<file path="config.mk">
export PLATFORM = sky130hd
export DESIGN_NAME = ssld_driver
export DESIGN_NICKNAME = d
export VERILOG_FILES = /design/src/verilog/ssld_driver.v /design/src/verilog/ssld_sync.v
export VERILOG_INCLUDE_DIRS = /design/src /design/src/include
export SDC_FILE = /design/constraint.sdc
export NUM_CORES = 1
export LEC_CHECK = 0
export ABC_AREA = 1
export ABC_CLOCK_PERIOD_IN_PS = 1260
export BUFFER_PORTS_ARGS = -buffer_cell sky130_fd_sc_hd__clkbuf_2
export CORE_ASPECT_RATIO = 0.9
export CORE_MARGIN = 2
export CORE_UTILIZATION = 35
export DETAILED_ROUTE_END_ITERATION = 8
export PLACE_DENSITY = 0.61
export SLEW_MARGIN = 20
export SYNTH_ARGS = -nofsm -noshare
export SYNTH_HDL_FRONTEND = slang
export SYNTH_SLANG_ARGS = --single-unit
</file>
<file path="constraint.sdc">
create_clock -name clk -period 1.26 [get_ports clk]
set_clock_uncertainty 0.2 [all_clocks]
set_input_delay 0.252 -clock clk [delete_from_list [all_inputs] [get_ports clk]]
set_output_delay 0.252 -clock clk [all_outputs]
set_load 0.01 [all_outputs]
</file>
<file path="src/include/ssld_defs.vh">
// constants for the serial-in latched sink driver
// assumes a single system clock; device pins are sampled through synchronisers
`ifndef SSLD_DEFS_VH
`define SSLD_DEFS_VH
`define SSLD_WIDTH      16
`define SSLD_MSB        15
`define SSLD_SYNC_DEPTH 2
`define SSLD_ALL_OFF    16'hFFFF
`define SSLD_ZERO16     16'h0000
`define SSLD_FIRST      0
`define SSLD_PIN_COUNT  4
`define SSLD_PIN_MSB    3
`define SSLD_PIN_DATA   3
`define SSLD_PIN_SCLK   2
`define SSLD_PIN_STROBE 1
`define SSLD_PIN_OEN    0
`endif

</file>
<file path="src/verilog/ssld_driver.v">
// serial-in latched sink driver: shift register, latch, blanked sinks
// assumes the pins are asynchronous to clk and clk is far faster than
// the shift clock; reset_n is a system reset, the part itself has none
`timescale 1ns/1ps
`include "ssld_defs.vh"
module ssld_driver (
  // system
  input  wire                   clk,
  input  wire                   reset_n,
  input  wire                   clk_en,
  // controller pins
  input  wire                   serial_in,
  input  wire                   shift_clk,
  input  wire                   latch_strobe,
  input  wire                   output_enable_n,
  // device outputs
  output reg  [`SSLD_MSB:0]     sink_outputs,
  output reg                    serial_out
);
  // synchronised copies of the four controller pins
  wire [`SSLD_PIN_MSB:0] pins_s;
  wire                   data_s;
  wire                   sclk_s;
  wire                   strobe_s;
  wire                   oe_n_s;

  // edge detection on the shift clock
  reg                    shift_clk_prev_q;
  wire                   shift_clk_prev_d;
  wire                   shift_edge;

  // storage: shift stages and their holding latch bits
  reg  [`SSLD_MSB:0]     shift_q;
  wire [`SSLD_MSB:0]     shift_d;
  reg  [`SSLD_MSB:0]     latch_q;
  wire [`SSLD_MSB:0]     latch_d;

  // next values of the registered outputs
  wire [`SSLD_MSB:0]     sink_d;
  wire                   serial_out_d;

  // one pin level per sink: low sinks current, high is off.
  // blanking wins over the latch bit so the latch is never disturbed
  function sink_level;
    input oe_n;
    input bit_on;
    begin
      sink_level = oe_n | ~bit_on;
    end
  endfunction

  // every pin is asynchronous: two flops before any logic reads it
  ssld_sync #(
    .W (`SSLD_PIN_COUNT)
  ) u_sync (
    .clk      (clk),
    .reset_n  (reset_n),
    .clk_en   (clk_en),
    .async_in ({serial_in, shift_clk, latch_strobe, output_enable_n}),
    .sync_out (pins_s)
  );

  assign data_s   = pins_s[`SSLD_PIN_DATA];
  assign sclk_s   = pins_s[`SSLD_PIN_SCLK];
  assign strobe_s = pins_s[`SSLD_PIN_STROBE];
  assign oe_n_s   = pins_s[`SSLD_PIN_OEN];

  // edge seen on the synchronised copy only; the previous-value flop
  // resets low, matching the idle level of the shift clock pin, so no
  // false edge appears just after reset
  assign shift_clk_prev_d = sclk_s;
  assign shift_edge       = sclk_s & ~shift_clk_prev_q;

  // shift stages: stage one takes the data pin, each later stage takes
  // its neighbour. data is synchronised alongside the clock, so pin
  // setup and hold carry through to the sampling point
  genvar gi;
  generate
    for (gi = `SSLD_FIRST; gi <= `SSLD_MSB; gi = gi + 1)
    begin : g_stage
      if (gi == `SSLD_FIRST)
      begin : g_head
        assign shift_d[gi] = shift_edge ? data_s
                                        : shift_q[gi];
      end
      else
      begin : g_body
        assign shift_d[gi] = shift_edge ? shift_q[gi - 1]
                                        : shift_q[gi];
      end
    end
  endgenerate

  // holding latch: transparent while strobe high, so a new shift value
  // flows straight through; strobe low keeps the old bit whatever the
  // shift register does. the enable pin never enters here
  generate
    for (gi = `SSLD_FIRST; gi <= `SSLD_MSB; gi = gi + 1)
    begin : g_latch
      assign latch_d[gi] = strobe_s ? shift_d[gi]
                                    : latch_q[gi];
    end
  endgenerate

  // sink drivers: one per latch bit, all blanked together by enable
  generate
    for (gi = `SSLD_FIRST; gi <= `SSLD_MSB; gi = gi + 1)
    begin : g_sink
      assign sink_d[gi] = sink_level(oe_n_s,
                                     latch_d[gi]);
    end
  endgenerate

  // chain output shows the last stage as it will stand after this edge
  assign serial_out_d = shift_d[`SSLD_MSB];

  // edge detector register
  always @(posedge clk or negedge reset_n)
  begin
    if (!reset_n)
    begin
      shift_clk_prev_q <= 1'b0;
    end
    else if (clk_en)
    begin
      shift_clk_prev_q <= shift_clk_prev_d;
    end
  end

  // shift register; the real part has no reset, zero is a chosen start
  always @(posedge clk or negedge reset_n)
  begin
    if (!reset_n)
    begin
      shift_q <= `SSLD_ZERO16;
    end
    else if (clk_en)
    begin
      shift_q <= shift_d;
    end
  end

  // holding latch, built as a register clocked by clk; it loads shift_d, so it adds no
  // clk of delay against a true level latch and keeps the block single-clock
  always @(posedge clk or negedge reset_n)
  begin
    if (!reset_n)
    begin
      latch_q <= `SSLD_ZERO16;
    end
    else if (clk_en)
    begin
      latch_q <= latch_d;
    end
  end

  // registered outputs: sinks start blanked, chain output low
  always @(posedge clk or negedge reset_n)
  begin
    if (!reset_n)
    begin
      sink_outputs <= `SSLD_ALL_OFF;
      serial_out   <= 1'b0;
    end
    else if (clk_en)
    begin
      sink_outputs <= sink_d;
      serial_out   <= serial_out_d;
    end
  end

  // limitation: pin pulses shorter than one clk period may be missed;
  // the controller must hold each shift clock phase for three or more
endmodule // ssld_driver

</file>
<file path="src/verilog/ssld_sync.v">
// two-stage synchroniser for a group of asynchronous pin levels
// assumes inputs come from outside the clk domain
`timescale 1ns/1ps
`include "ssld_defs.vh"
module ssld_sync #(
  parameter W = 4
) (
  // clocking
  input  wire         clk,
  input  wire         reset_n,
  input  wire         clk_en,
  // levels
  input  wire [W-1:0] async_in,
  output reg  [W-1:0] sync_out
);
  reg [W-1:0] meta_q;

  // first stage is read only by the second
  always @(posedge clk or negedge reset_n)
  begin
    if (!reset_n)
    begin
      meta_q   <= {W{1'b0}};
      sync_out <= {W{1'b0}};
    end
    else if (clk_en)
    begin
      meta_q   <= async_in;
      sync_out <= meta_q;
    end
  end
endmodule // ssld_sync
</file>
Word-level counts from Yosys, hierarchy flattened
Cells that the tools add are included.
{ "classes": {"order_cmp": 0, "n_addsub": 0, "muxes": 32, "shift": 0, "mul": 0, "div_mod_pow": 0, "eq_ne": 0, "n_reduce_logical": 0, "n_bitwise": 34} }
{ "ops": {"columns": ["cell", "count"], "rows": [
  ["1-bit two-way mux", 32],
  ["1-bit inverter", 17],
  ["1-bit bitwise OR", 16],
  ["1-bit bitwise AND", 1]
]} }
{ "word_totals": {"output_inout_bits": 17, "memories": 0, "input_bits": 7, "rom_bits": 0, "register_bits": 58, "latchBits": 0, "ram_bits": 0} }

Longest topological paths before layout
Gate-level depths: netlist of run 1.
{ "logic_depth": {"word_depth": 6, "mapped_depth": 8, "mapped_depth_nobuf": 7} }

Hierarchy
A second synthesis of run 1 with hierarchy kept.
{ "unflattened": {"hier_cells": 314, "area_unflattened_um2": 2745.1} }
{ "by_module_without_submodules": {"columns": ["mod", "area_each_um2", "seq_area_each_um2", "instances", "cells_each"], "rows": [
  ["ssld_driver", 2439.8, 1246.2, 1, 280],
  ["ssld_sync", 305.3, 200.2, 1, 34]
]} }

Least setup slack after synthesis of run 1
Ideal clock, no wire load.
{ "synth_path": {"kind": "register to register", "from": "register u_sync.sync_out[2]", "to": "register sink_outputs[12]", "setup_time_ps": 72, "path_stages_with_launch": 9, "period_less_slack_ps": 1271, "n_path_buf": 2, "path_slack_ps": -11, "arrival_time_ps": 999, "path_cell_list": "dfrtp_1 -> buf_6 -> nand2_4 -> buf_12 -> nand2_2 -> nand3_2 -> nand3_1 -> nand2_1 -> inv_1"} }
{ "synth_between": {"elab_chain_cells": 5} }
{ "synth_lines": {"columns": ["item", "line", "rtl"], "rows": [
  ["from (decl)", "ssld_sync.v:14", "output reg [W-1:0] sync_out"],
  ["from (signal assigned)", "ssld_sync.v:24", "sync_out <= {W{1'b0}};"],
  ["from (signal assigned)", "ssld_sync.v:29", "sync_out <= meta_q;"],
  ["1-bit bitwise AND", "ssld_driver.v:72", "assign shift_edge = sclk_s & ~shift_clk_prev_q;"],
  ["1-bit two-way mux", "ssld_driver.v:88", "assign shift_d[gi] = shift_edge ? shift_q[gi - 1]"],
  ["1-bit two-way mux", "ssld_driver.v:100", "assign latch_d[gi] = strobe_s ? shift_d[gi]"],
  ["1-bit inverter", "ssld_driver.v:48", "sink_level = oe_n | ~bit_on;"],
  ["1-bit bitwise OR", "ssld_driver.v:48", null],
  ["to (signal assigned)", "ssld_driver.v:162", "sink_outputs <= `SSLD_ALL_OFF;"],
  ["to (signal assigned)", "ssld_driver.v:167", "sink_outputs <= sink_d;"],
  ["to (decl)", "ssld_driver.v:17", "output reg [`SSLD_MSB:0] sink_outputs,"]
]} }
Every way passes these cells.
A chain may end at the register's enable or synchronous reset.

Worst setup path in the final report of run 1
{ "layout_path": {"from": "register shift_clk_prev_q", "to": "register latch_q[13]"} }
{ "layout_between": {"elab_chain_cells": 4} }
{ "layout_lines": {"columns": ["item", "line", "rtl"], "rows": [
  ["from (decl)", "ssld_driver.v:28", "reg shift_clk_prev_q;"],
  ["from (signal assigned)", "ssld_driver.v:126", "shift_clk_prev_q <= shift_clk_prev_d;"],
  ["1-bit inverter", "ssld_driver.v:72", null],
  ["1-bit bitwise AND", "ssld_driver.v:72", null],
  ["1-bit two-way mux", "ssld_driver.v:88", null],
  ["1-bit two-way mux", "ssld_driver.v:100", null],
  ["to (signal assigned)", "ssld_driver.v:149", "latch_q <= `SSLD_ZERO16;"],
  ["to (signal assigned)", "ssld_driver.v:153", "latch_q <= latch_d;"],
  ["to (decl)", "ssld_driver.v:35", "reg [`SSLD_MSB:0] latch_q;"]
]} }
Every way passes these cells.

==> impl_summary.log, run 1 <==
INFO  metric timing.fmax = 692.3 MHz
INFO  metric grt_pass1_wl = 11320 um
INFO  metric worst_path_clk_slew = 60 ps
INFO  metric worst_setup_path_end_kind = register
INFO  metric io_buffers = 23
INFO  metric finalNonFillerCells = 468
INFO  metric clk-insertion-delay-late = 340 ps
INFO  metric dpl.cell_count = 434
INFO  metric mappedNetlistNets = 319
INFO  metric clock_sink_total = 57
INFO  metric detailed_place.area = 0.003099 mm^2
INFO  metric yosysWarnings = 0
INFO  metric initial_utilization = 0.3672
INFO  metric first_global_vias = 2354
INFO  metric fp.dieH = 89.03 um
INFO  metric power.density_cell_area = 1561 mW/mm^2
INFO  metric post_synth_top_area_cell = sky130_fd_sc_hd__dfrtp_1
INFO  metric finalWorstSetupSlack = -184.4 ps
INFO  metric setup.worst_path.start_class = register
INFO  metric die_w = 98.48 um
INFO  metric design.die.area = 0.008767 mm^2
INFO  metric drv_slew = 0
INFO  metric syn-instance-count = 312
INFO  metric critPathCapture = latch_q[13]
INFO  metric synth_sequential_area_ratio = 0.5145
INFO  metric post-layout-total-power = 6629 uW
INFO  metric worst_pin_slew = 472.9 ps
INFO  metric wire_per_inst = 14.85 um
INFO  metric synth_area_in_compound_gates = 0.1153
INFO  metric detailed_place_hpwl = 3620 um
INFO  metric leakagePower = 0.001810 uW
INFO  metric max_slew_margin = 0.6843
INFO  metric io-pin-count = 24
INFO  metric finalWeightedCongestion = 0.7817
INFO  metric ctsLongestPathBuffers = 2
INFO  metric synthToLayoutAreaGrowth = 51.00%
INFO  metric fin_crit_sh = 1.146
INFO  metric dominant_cell_by_count_in_the_synthesized_netlist = sky130_fd_sc_hd__nand2_1
INFO  metric worst-r2r-cell-count = 7
INFO  metric netlist-cell-type-count = 24
INFO  metric fin_area = 0.004245 mm^2
INFO  metric antenna_cells = 0
INFO  metric cts_tree = built
INFO  metric cp_max_fo = 8
INFO  metric hold_slack = 176.8 ps
INFO  metric worst-r2r-setup-slack = -180 ps
INFO  metric final_period_minus_worst_setup_slack = 1444 ps
INFO  metric firstDrtPassIters = 4
INFO  metric timing.critical_path.from = shift_clk_prev_q
INFO  metric drive_gt1_frac = 0.5188
INFO  metric synth-async-reset-ratio = 1.000
INFO  metric maxCapViolCount = 0
INFO  metric route.detailed.vias_per_inst = 4.891
INFO  metric synth_enable_flop_cells = 0
INFO  metric yosys.area_share.simple = 0.2741
INFO  metric power.ir.vdd_worst = 0.8572 mV
INFO  metric hold_path_class = in2reg
INFO  metric synthMuxAreaShare = 0
INFO  metric final.setup.tns = -7333 ps
INFO  metric worst_r2r_startpoint = shift_clk_prev_q
INFO  metric synth_top_flop_cell = sky130_fd_sc_hd__dfrtp_1
INFO  metric final_hold_viol_count = 0
INFO  metric nets = 374
INFO  metric num_vias = 2289
INFO  metric failing_checks = negative setup slack
INFO  metric num_rows = 30
INFO  metric synth_top_family_by_area = simple AND/OR/NAND/NOR gates
INFO  metric clock_tree.root_cell = sky130_fd_sc_hd__clkbuf_8
INFO  metric cp_data_arrival_time = 1460 ps
INFO  metric initial_antenna_violation_count = 0
INFO  metric postSynthAreaPerCell = 9.011 um^2
INFO  metric rsz0062_at_grt = yes
INFO  metric synth_top_cells_by_area = sky130_fd_sc_hd__dfrtp_1 (36%), sky130_fd_sc_hd__dfstp_2 (15%), sky130_fd_sc_hd__nand2_1 (7.9%)
INFO  metric setup-violations-final = 64
INFO  metric worst_r2r_endpoint = latch_q[13]
INFO  metric cts_buffers = 9
INFO  metric worstSetupPathType = reg2reg
INFO  metric result_of_the_run = complete, but fails checks
INFO  metric residual_drc = 0
INFO  metric global_route_usage_over_all_layers = 0.1661
INFO  metric worstPathRequired = 1280 ps
INFO  metric drt-total-wl = 6948 um
INFO  metric synth_seq_cells = 57
INFO  metric netlist.area_leader.share = 0.3649
INFO  metric synth_xor_area_frac = 0
INFO  metric h-tree-depth = 3
INFO  metric drt_iter0_drc = 113
INFO  metric syn_area = 0.002811 mm^2
INFO  metric route.antenna.remaining_nets = 0
INFO  metric grt_overflow_total = 0
INFO  metric grt_start_max_net_pins = 58
INFO  metric synth.cells.most_frequent = sky130_fd_sc_hd__nand2_1 (59), sky130_fd_sc_hd__dfrtp_1 (41), sky130_fd_sc_hd__nand3_1 (38), sky130_fd_sc_hd__inv_1 (32)
INFO  metric core_region_area = 0.007657 mm^2
INFO  metric synthAdderAreaFrac = 0
[final cells by class]
class / count / area [um^2]
clock buffer: 14 / 182.7
clock inverter: 2 / 10.01
fill: 663 / 3412
inverter: 36 / 145.1
multi-input combinational: 202 / 1693
sequential: 57 / 1449
tap: 96 / 120.1
timing repair buffer: 61 / 645.6
[worst min path at each step]
stage                 start          end  slack, ps  cells after the start
floorplan           reset_n   latch_q[0]       -240                      0
CTS                  clk_en   latch_q[8]        180                      3
global route         clk_en  latch_q[11]        200                      3
finish               clk_en   latch_q[7]        180                      3
detailed placement  reset_n   serial_out         80                      2
global placement    reset_n   serial_out         90                      2
[stage by stage]
stage,setup slack (ps),util
6_report,-184.4,0.5544
5_1_grt,-239.9,0.5544
4_1_cts,-200.6,0.4964
3_5_place_dp,-121.9,0.4047
3_3_place_gp,-92.08,0.4047
2_1_floorplan,-2.674,-
[cell families (layout without fill, tap and decap cells)]
| family | Yosys count | in the layout |
|---|---|---|
| DFF | 57 | 57 |
| AOI/OAI and AO/OA | 51 | 51 |
| buffers and inverters | 54 | 113 |
| and+or+nand+nor | 150 | 151 |
[cells in the final DEF, fill, tap and decap left out]
master                          instances
sky130_fd_sc_hd__nand2_1               47
sky130_fd_sc_hd__dfrtp_1               39
sky130_fd_sc_hd__inv_1                 30
sky130_fd_sc_hd__nand3_4               26
sky130_fd_sc_hd__buf_6                 26
sky130_fd_sc_hd__nand3_2               18
sky130_fd_sc_hd__nor2_1                16
sky130_fd_sc_hd__buf_4                 16
sky130_fd_sc_hd__dfstp_2               16
sky130_fd_sc_hd__o21ai_1               15
sky130_fd_sc_hd__nand2_4               14
sky130_fd_sc_hd__a21oi_2               13
sky130_fd_sc_hd__clkbuf_8              13
sky130_fd_sc_hd__a31oi_1               10
sky130_fd_sc_hd__or2_2                  9
sky130_fd_sc_hd__or2_1                  7
sky130_fd_sc_hd__clkbuf_2               7
sky130_fd_sc_hd__nand2_2                6
sky130_fd_sc_hd__a31oi_4                6
sky130_fd_sc_hd__buf_12                 6
sky130_fd_sc_hd__dlygate4sd3_1          5
sky130_fd_sc_hd__nand2_8                4
sky130_fd_sc_hd__nand3_1                4
sky130_fd_sc_hd__inv_2                  3
sky130_fd_sc_hd__a21oi_1                3
sky130_fd_sc_hd__o21ai_2                3
sky130_fd_sc_hd__clkinv_2               2
sky130_fd_sc_hd__dfrtp_2                2
sky130_fd_sc_hd__inv_4                  1
sky130_fd_sc_hd__clkinv_1               1
sky130_fd_sc_hd__inv_8                  1
sky130_fd_sc_hd__o21ai_0                1
sky130_fd_sc_hd__clkbuf_1               1
sky130_fd_sc_hd__buf_16                 1
[repair_timing]
item | in CTS | in global routing
endpoints found under the hold margin | 55 | 0
setup buffers | 7 | 4
cloned | 3 | 0
setup endpoints to repair | 50 | 64
hold buffers | 5 | 0
resized for setup | 78 | 87
pin swaps | 32 | 27
[per-layer routing]
layer,GRT usage,routed length (um),vias up
li1,-,-,1132
met3,0.05004,229,11
met1,0.2000,3056,1105
met2,0.2771,3548,41
met4,0.07970,114,0
met5,0,0,-
[critical path, cell delays in order (launching register included)]
cell and delay, ps:
sky130_fd_sc_hd__dfrtp_1 400, sky130_fd_sc_hd__inv_4 110, sky130_fd_sc_hd__buf_12 140, sky130_fd_sc_hd__nand2_8 130, sky130_fd_sc_hd__nand2_4 120, sky130_fd_sc_hd__nand3_2 70, sky130_fd_sc_hd__nand2_1 60, sky130_fd_sc_hd__o21ai_1 80
[power by group]
part,switching [uW],internal (uW),total (uW)
logic,1220,1100,2320
clock network,718,923,1640
registers,366,2300,2660
[flip-flops by register name (all words and copies together) (netlist names)]
signal / cells
shift_clk_prev_q: 1
serial_out: 1
shift_q: 15
sink_outputs: 16
u_sync.meta_q: 4
u_sync.sync_out: 4
latch_q: 16
Power figures use the tool's default switching activity.
==> run 2: changes to the inputs <==
CORE_UTILIZATION = 53   (was 35)
PLACE_DENSITY = 0.83   (was 0.61)
==> run 2 against run 1 <==
Effect of this change:
- the run still ends with negative setup slack left
- non-clock buffer count increased by 5
- final cell count is 5.1% lower
- combinational power up 8%
- utilization increased by 25 points
- sequential power hardly changed
- via count is 11% higher
- global-route usage up 10 points
- hold slack got worse by 56 ps
- maximum frequency fell by 3.4%
- highest routed layer unchanged
==> impl_summary.log, run 2 (synthesis gave the netlist of run 1 again) <==
INFO  metric result_of_the_run = complete, but fails checks (unchanged)
INFO  metric failing_checks = negative setup slack (unchanged)
INFO  metric final.setup.tns = -8287 ps (was -7333 ps)
INFO  metric utilization = 0.8053 (was 0.5544)
INFO  metric route.antenna.remaining_nets = 0 (unchanged)
INFO  metric detailed_place_hpwl = 3766 um (was 3620 um)
INFO  metric core_region_area = 0.005192 mm^2 (was 0.007657 mm^2)
INFO  metric h-tree-depth = 3 (unchanged)
INFO  metric antenna_cells = 0 (unchanged)
INFO  metric worstSetupPathType = reg2reg (unchanged)
INFO  metric drt_iter0_drc = 188 (was 113)
INFO  metric finalWorstSetupSlack = -235.1 ps (was -184.4 ps)
INFO  metric fin_crit_sh = 1.187 (was 1.146)
INFO  metric wire_per_inst = 19.13 um (was 14.85 um)
INFO  metric clk-insertion-delay-late = 350 ps (was 340 ps)
INFO  metric layout_top_registers = latch_q (16), sink_outputs (16), shift_q (15) (unchanged)
INFO  metric num_rows = 25 (was 30)
INFO  metric nets = 379 (was 374)
INFO  metric most-common-layout-cells = sky130_fd_sc_hd__nand2_1 (46), sky130_fd_sc_hd__dfrtp_1 (40), sky130_fd_sc_hd__inv_1 (30) (was sky130_fd_sc_hd__nand2_1 (47), sky130_fd_sc_hd__dfrtp_1 (39), sky130_fd_sc_hd__inv_1 (30))
INFO  metric route.detailed.vias_per_inst = 5.714 (was 4.891)
INFO  metric initial_utilization = 0.5414 (was 0.3672)
INFO  metric power.density_cell_area = 1593 mW/mm^2 (was 1561 mW/mm^2)
INFO  metric grt_pass1_wl = 11590 um (was 11320 um)
INFO  metric max_slew_margin = 0.6200 (was 0.6843)
INFO  metric worst_setup_path_end_kind = register (unchanged)
INFO  metric firstDrtPassIters = 4 (unchanged)
INFO  metric io-pin-count = 24 (unchanged)
INFO  metric area.sequential = 0.001448 mm^2 (was 0.001449 mm^2)
INFO  metric finalWeightedCongestion = 0.7741 (was 0.7817)
INFO  metric grt_overflow_total = 0 (unchanged)
INFO  metric setup.worst_path.start_class = register (unchanged)
INFO  metric final_hold_viol_count = 0 (unchanged)
INFO  metric fp.dieH = 73.10 um (was 89.03 um)
INFO  metric mostFrequentLayoutCell = sky130_fd_sc_hd__nand2_1 (unchanged)
INFO  metric final_period_minus_worst_setup_slack = 1495 ps (was 1444 ps)
INFO  metric drv_slew = 0 (unchanged)
INFO  metric cp_max_fo = 8 (unchanged)
INFO  metric clock_tree.root_cell = sky130_fd_sc_hd__clkbuf_8 (unchanged)
INFO  metric cp_data_arrival_time = 1510 ps (was 1460 ps)
INFO  metric cts_tree = built (unchanged)
INFO  metric dpl.cell_count = 403 (was 434)
INFO  metric cts_buffers = 9 (unchanged)
INFO  metric post-layout-total-power = 6662 uW (was 6629 uW)
INFO  metric io_buffers = 23 (unchanged)
INFO  metric clock_sink_total = 57 (unchanged)
INFO  metric power.ir.vdd_worst = 1.059 mV (was 0.8572 mV)
INFO  metric fillerInstances = 272 (was 663)
INFO  metric design.die.area = 0.005904 mm^2 (was 0.008767 mm^2)
INFO  metric num_vias = 2537 (was 2289)
INFO  metric residual_drc = 0 (unchanged)
INFO  metric drive_gt1_frac = 0.5411 (was 0.5188)
INFO  metric rsz0062_at_grt = yes (unchanged)
INFO  metric initial_antenna_violation_count = 0 (unchanged)
INFO  metric maxCapViolCount = 0 (unchanged)
INFO  metric timing.fmax = 668.9 MHz (was 692.3 MHz)
INFO  metric finalNonFillerCells = 444 (was 468)
INFO  metric first_global_vias = 2377 (was 2354)
INFO  metric grt_start_max_net_pins = 43 (was 58)
INFO  metric drt-total-wl = 8493 um (was 6948 um)
INFO  metric worst_path_clk_slew = 70 ps (was 60 ps)
INFO  metric ctsLongestPathBuffers = 2 (unchanged)
INFO  metric hold_path_class = in2async (was in2reg)
INFO  metric global_route_usage_over_all_layers = 0.2659 (was 0.1661)
INFO  metric setup-violations-final = 63 (was 64)
INFO  metric area_of_the_multi_input_gates = 0.001652 mm^2 (was 0.001693 mm^2)
INFO  metric worstPathRequired = 1280 ps (about the same)
INFO  metric leakagePower = 0.001822 uW (was 0.001810 uW)
INFO  metric die_w = 80.77 um (was 98.48 um)
INFO  metric worst_pin_slew = 569.2 ps (was 472.9 ps)
INFO  metric synthToLayoutAreaGrowth = 48.73% (was 51.00%)
## run 2: layout make-up
| class | instances | area share |
|---|---|---|
| clock buffers | 12 | 0.03471 |
| clock inverters | 4 | 0.004788 |
| inverters | 36 | 0.03441 |
| multi-input cells | 202 | 0.3950 |
| flip-flops and latches | 57 | 0.3462 |
| well taps | 67 | 0.02005 |
| repair buffers | 66 | 0.1649 |
## run 2: critical path, stage by stage (launching register included)
cell and delay, ps:
sky130_fd_sc_hd__dfrtp_1 400, sky130_fd_sc_hd__inv_4 110, sky130_fd_sc_hd__buf_12 130, sky130_fd_sc_hd__nand2_8 110, sky130_fd_sc_hd__nand2_4 90, sky130_fd_sc_hd__nand3_2 100, sky130_fd_sc_hd__nand2_1 100, sky130_fd_sc_hd__o21ai_1 100
## run 2: per-stage QoR
step                setup slack [ps]  area (um^2)  hold WS, ps
finish                        -235.1         4182        120.8
global placement              -137.7         3073       -51.66
global route                  -306.8         4182        160.4
detailed placement            -181.5         3073       -41.89
floorplan                     -2.674         2814       -243.6
CTS                           -209.4         3699        99.96
## run 2: path summary, 6_finish.rpt
path,start,end,slack (ps),cells past startpoint
setup / recovery,shift_clk_prev_q,latch_q[3],-240,7
setup reg to reg,shift_clk_prev_q,latch_q[3],-240,7
hold reg to reg,u_sync.meta_q[0],u_sync.meta_q[0],280,2
min in group clk,clk_en,shift_q[4],150,3
max in group asynchronous,reset_n,sink_outputs[6],190,3
hold / removal,reset_n,u_sync.meta_q[3],120,2
## run 2: power by group
part           switching [uW]  internal (uW)
clock network             735            753
logic                    1350           1160
registers                 372           2300
total                    2450           4210
## run 2: repair_timing
action / 4_1_cts / 5_1_grt
resized for setup: 71 / 87
hold buffers: 6 / 0
pin swaps: 21 / 25
setup endpoints to repair: 54 / 65
buffers inserted: 5 / 12
gates cloned: 2 / 0
endpoints found under the hold margin: 47 / 0
## run 2: per-layer routing
| metal | up-vias | part of all wire | wire length, um | global-route usage |
|---|---|---|---|---|
| li1 | 1138 | - | - | - |
| met1 | 1258 | 0.37 | 3159 | 0.3206 |
| met2 | 96 | 0.52 | 4383 | 0.4454 |
| met3 | 45 | 0.055 | 463 | 0.06436 |
| met4 | 0 | 0.057 | 487 | 0.1356 |
| met5 | - | 0 | 0 | 0 |
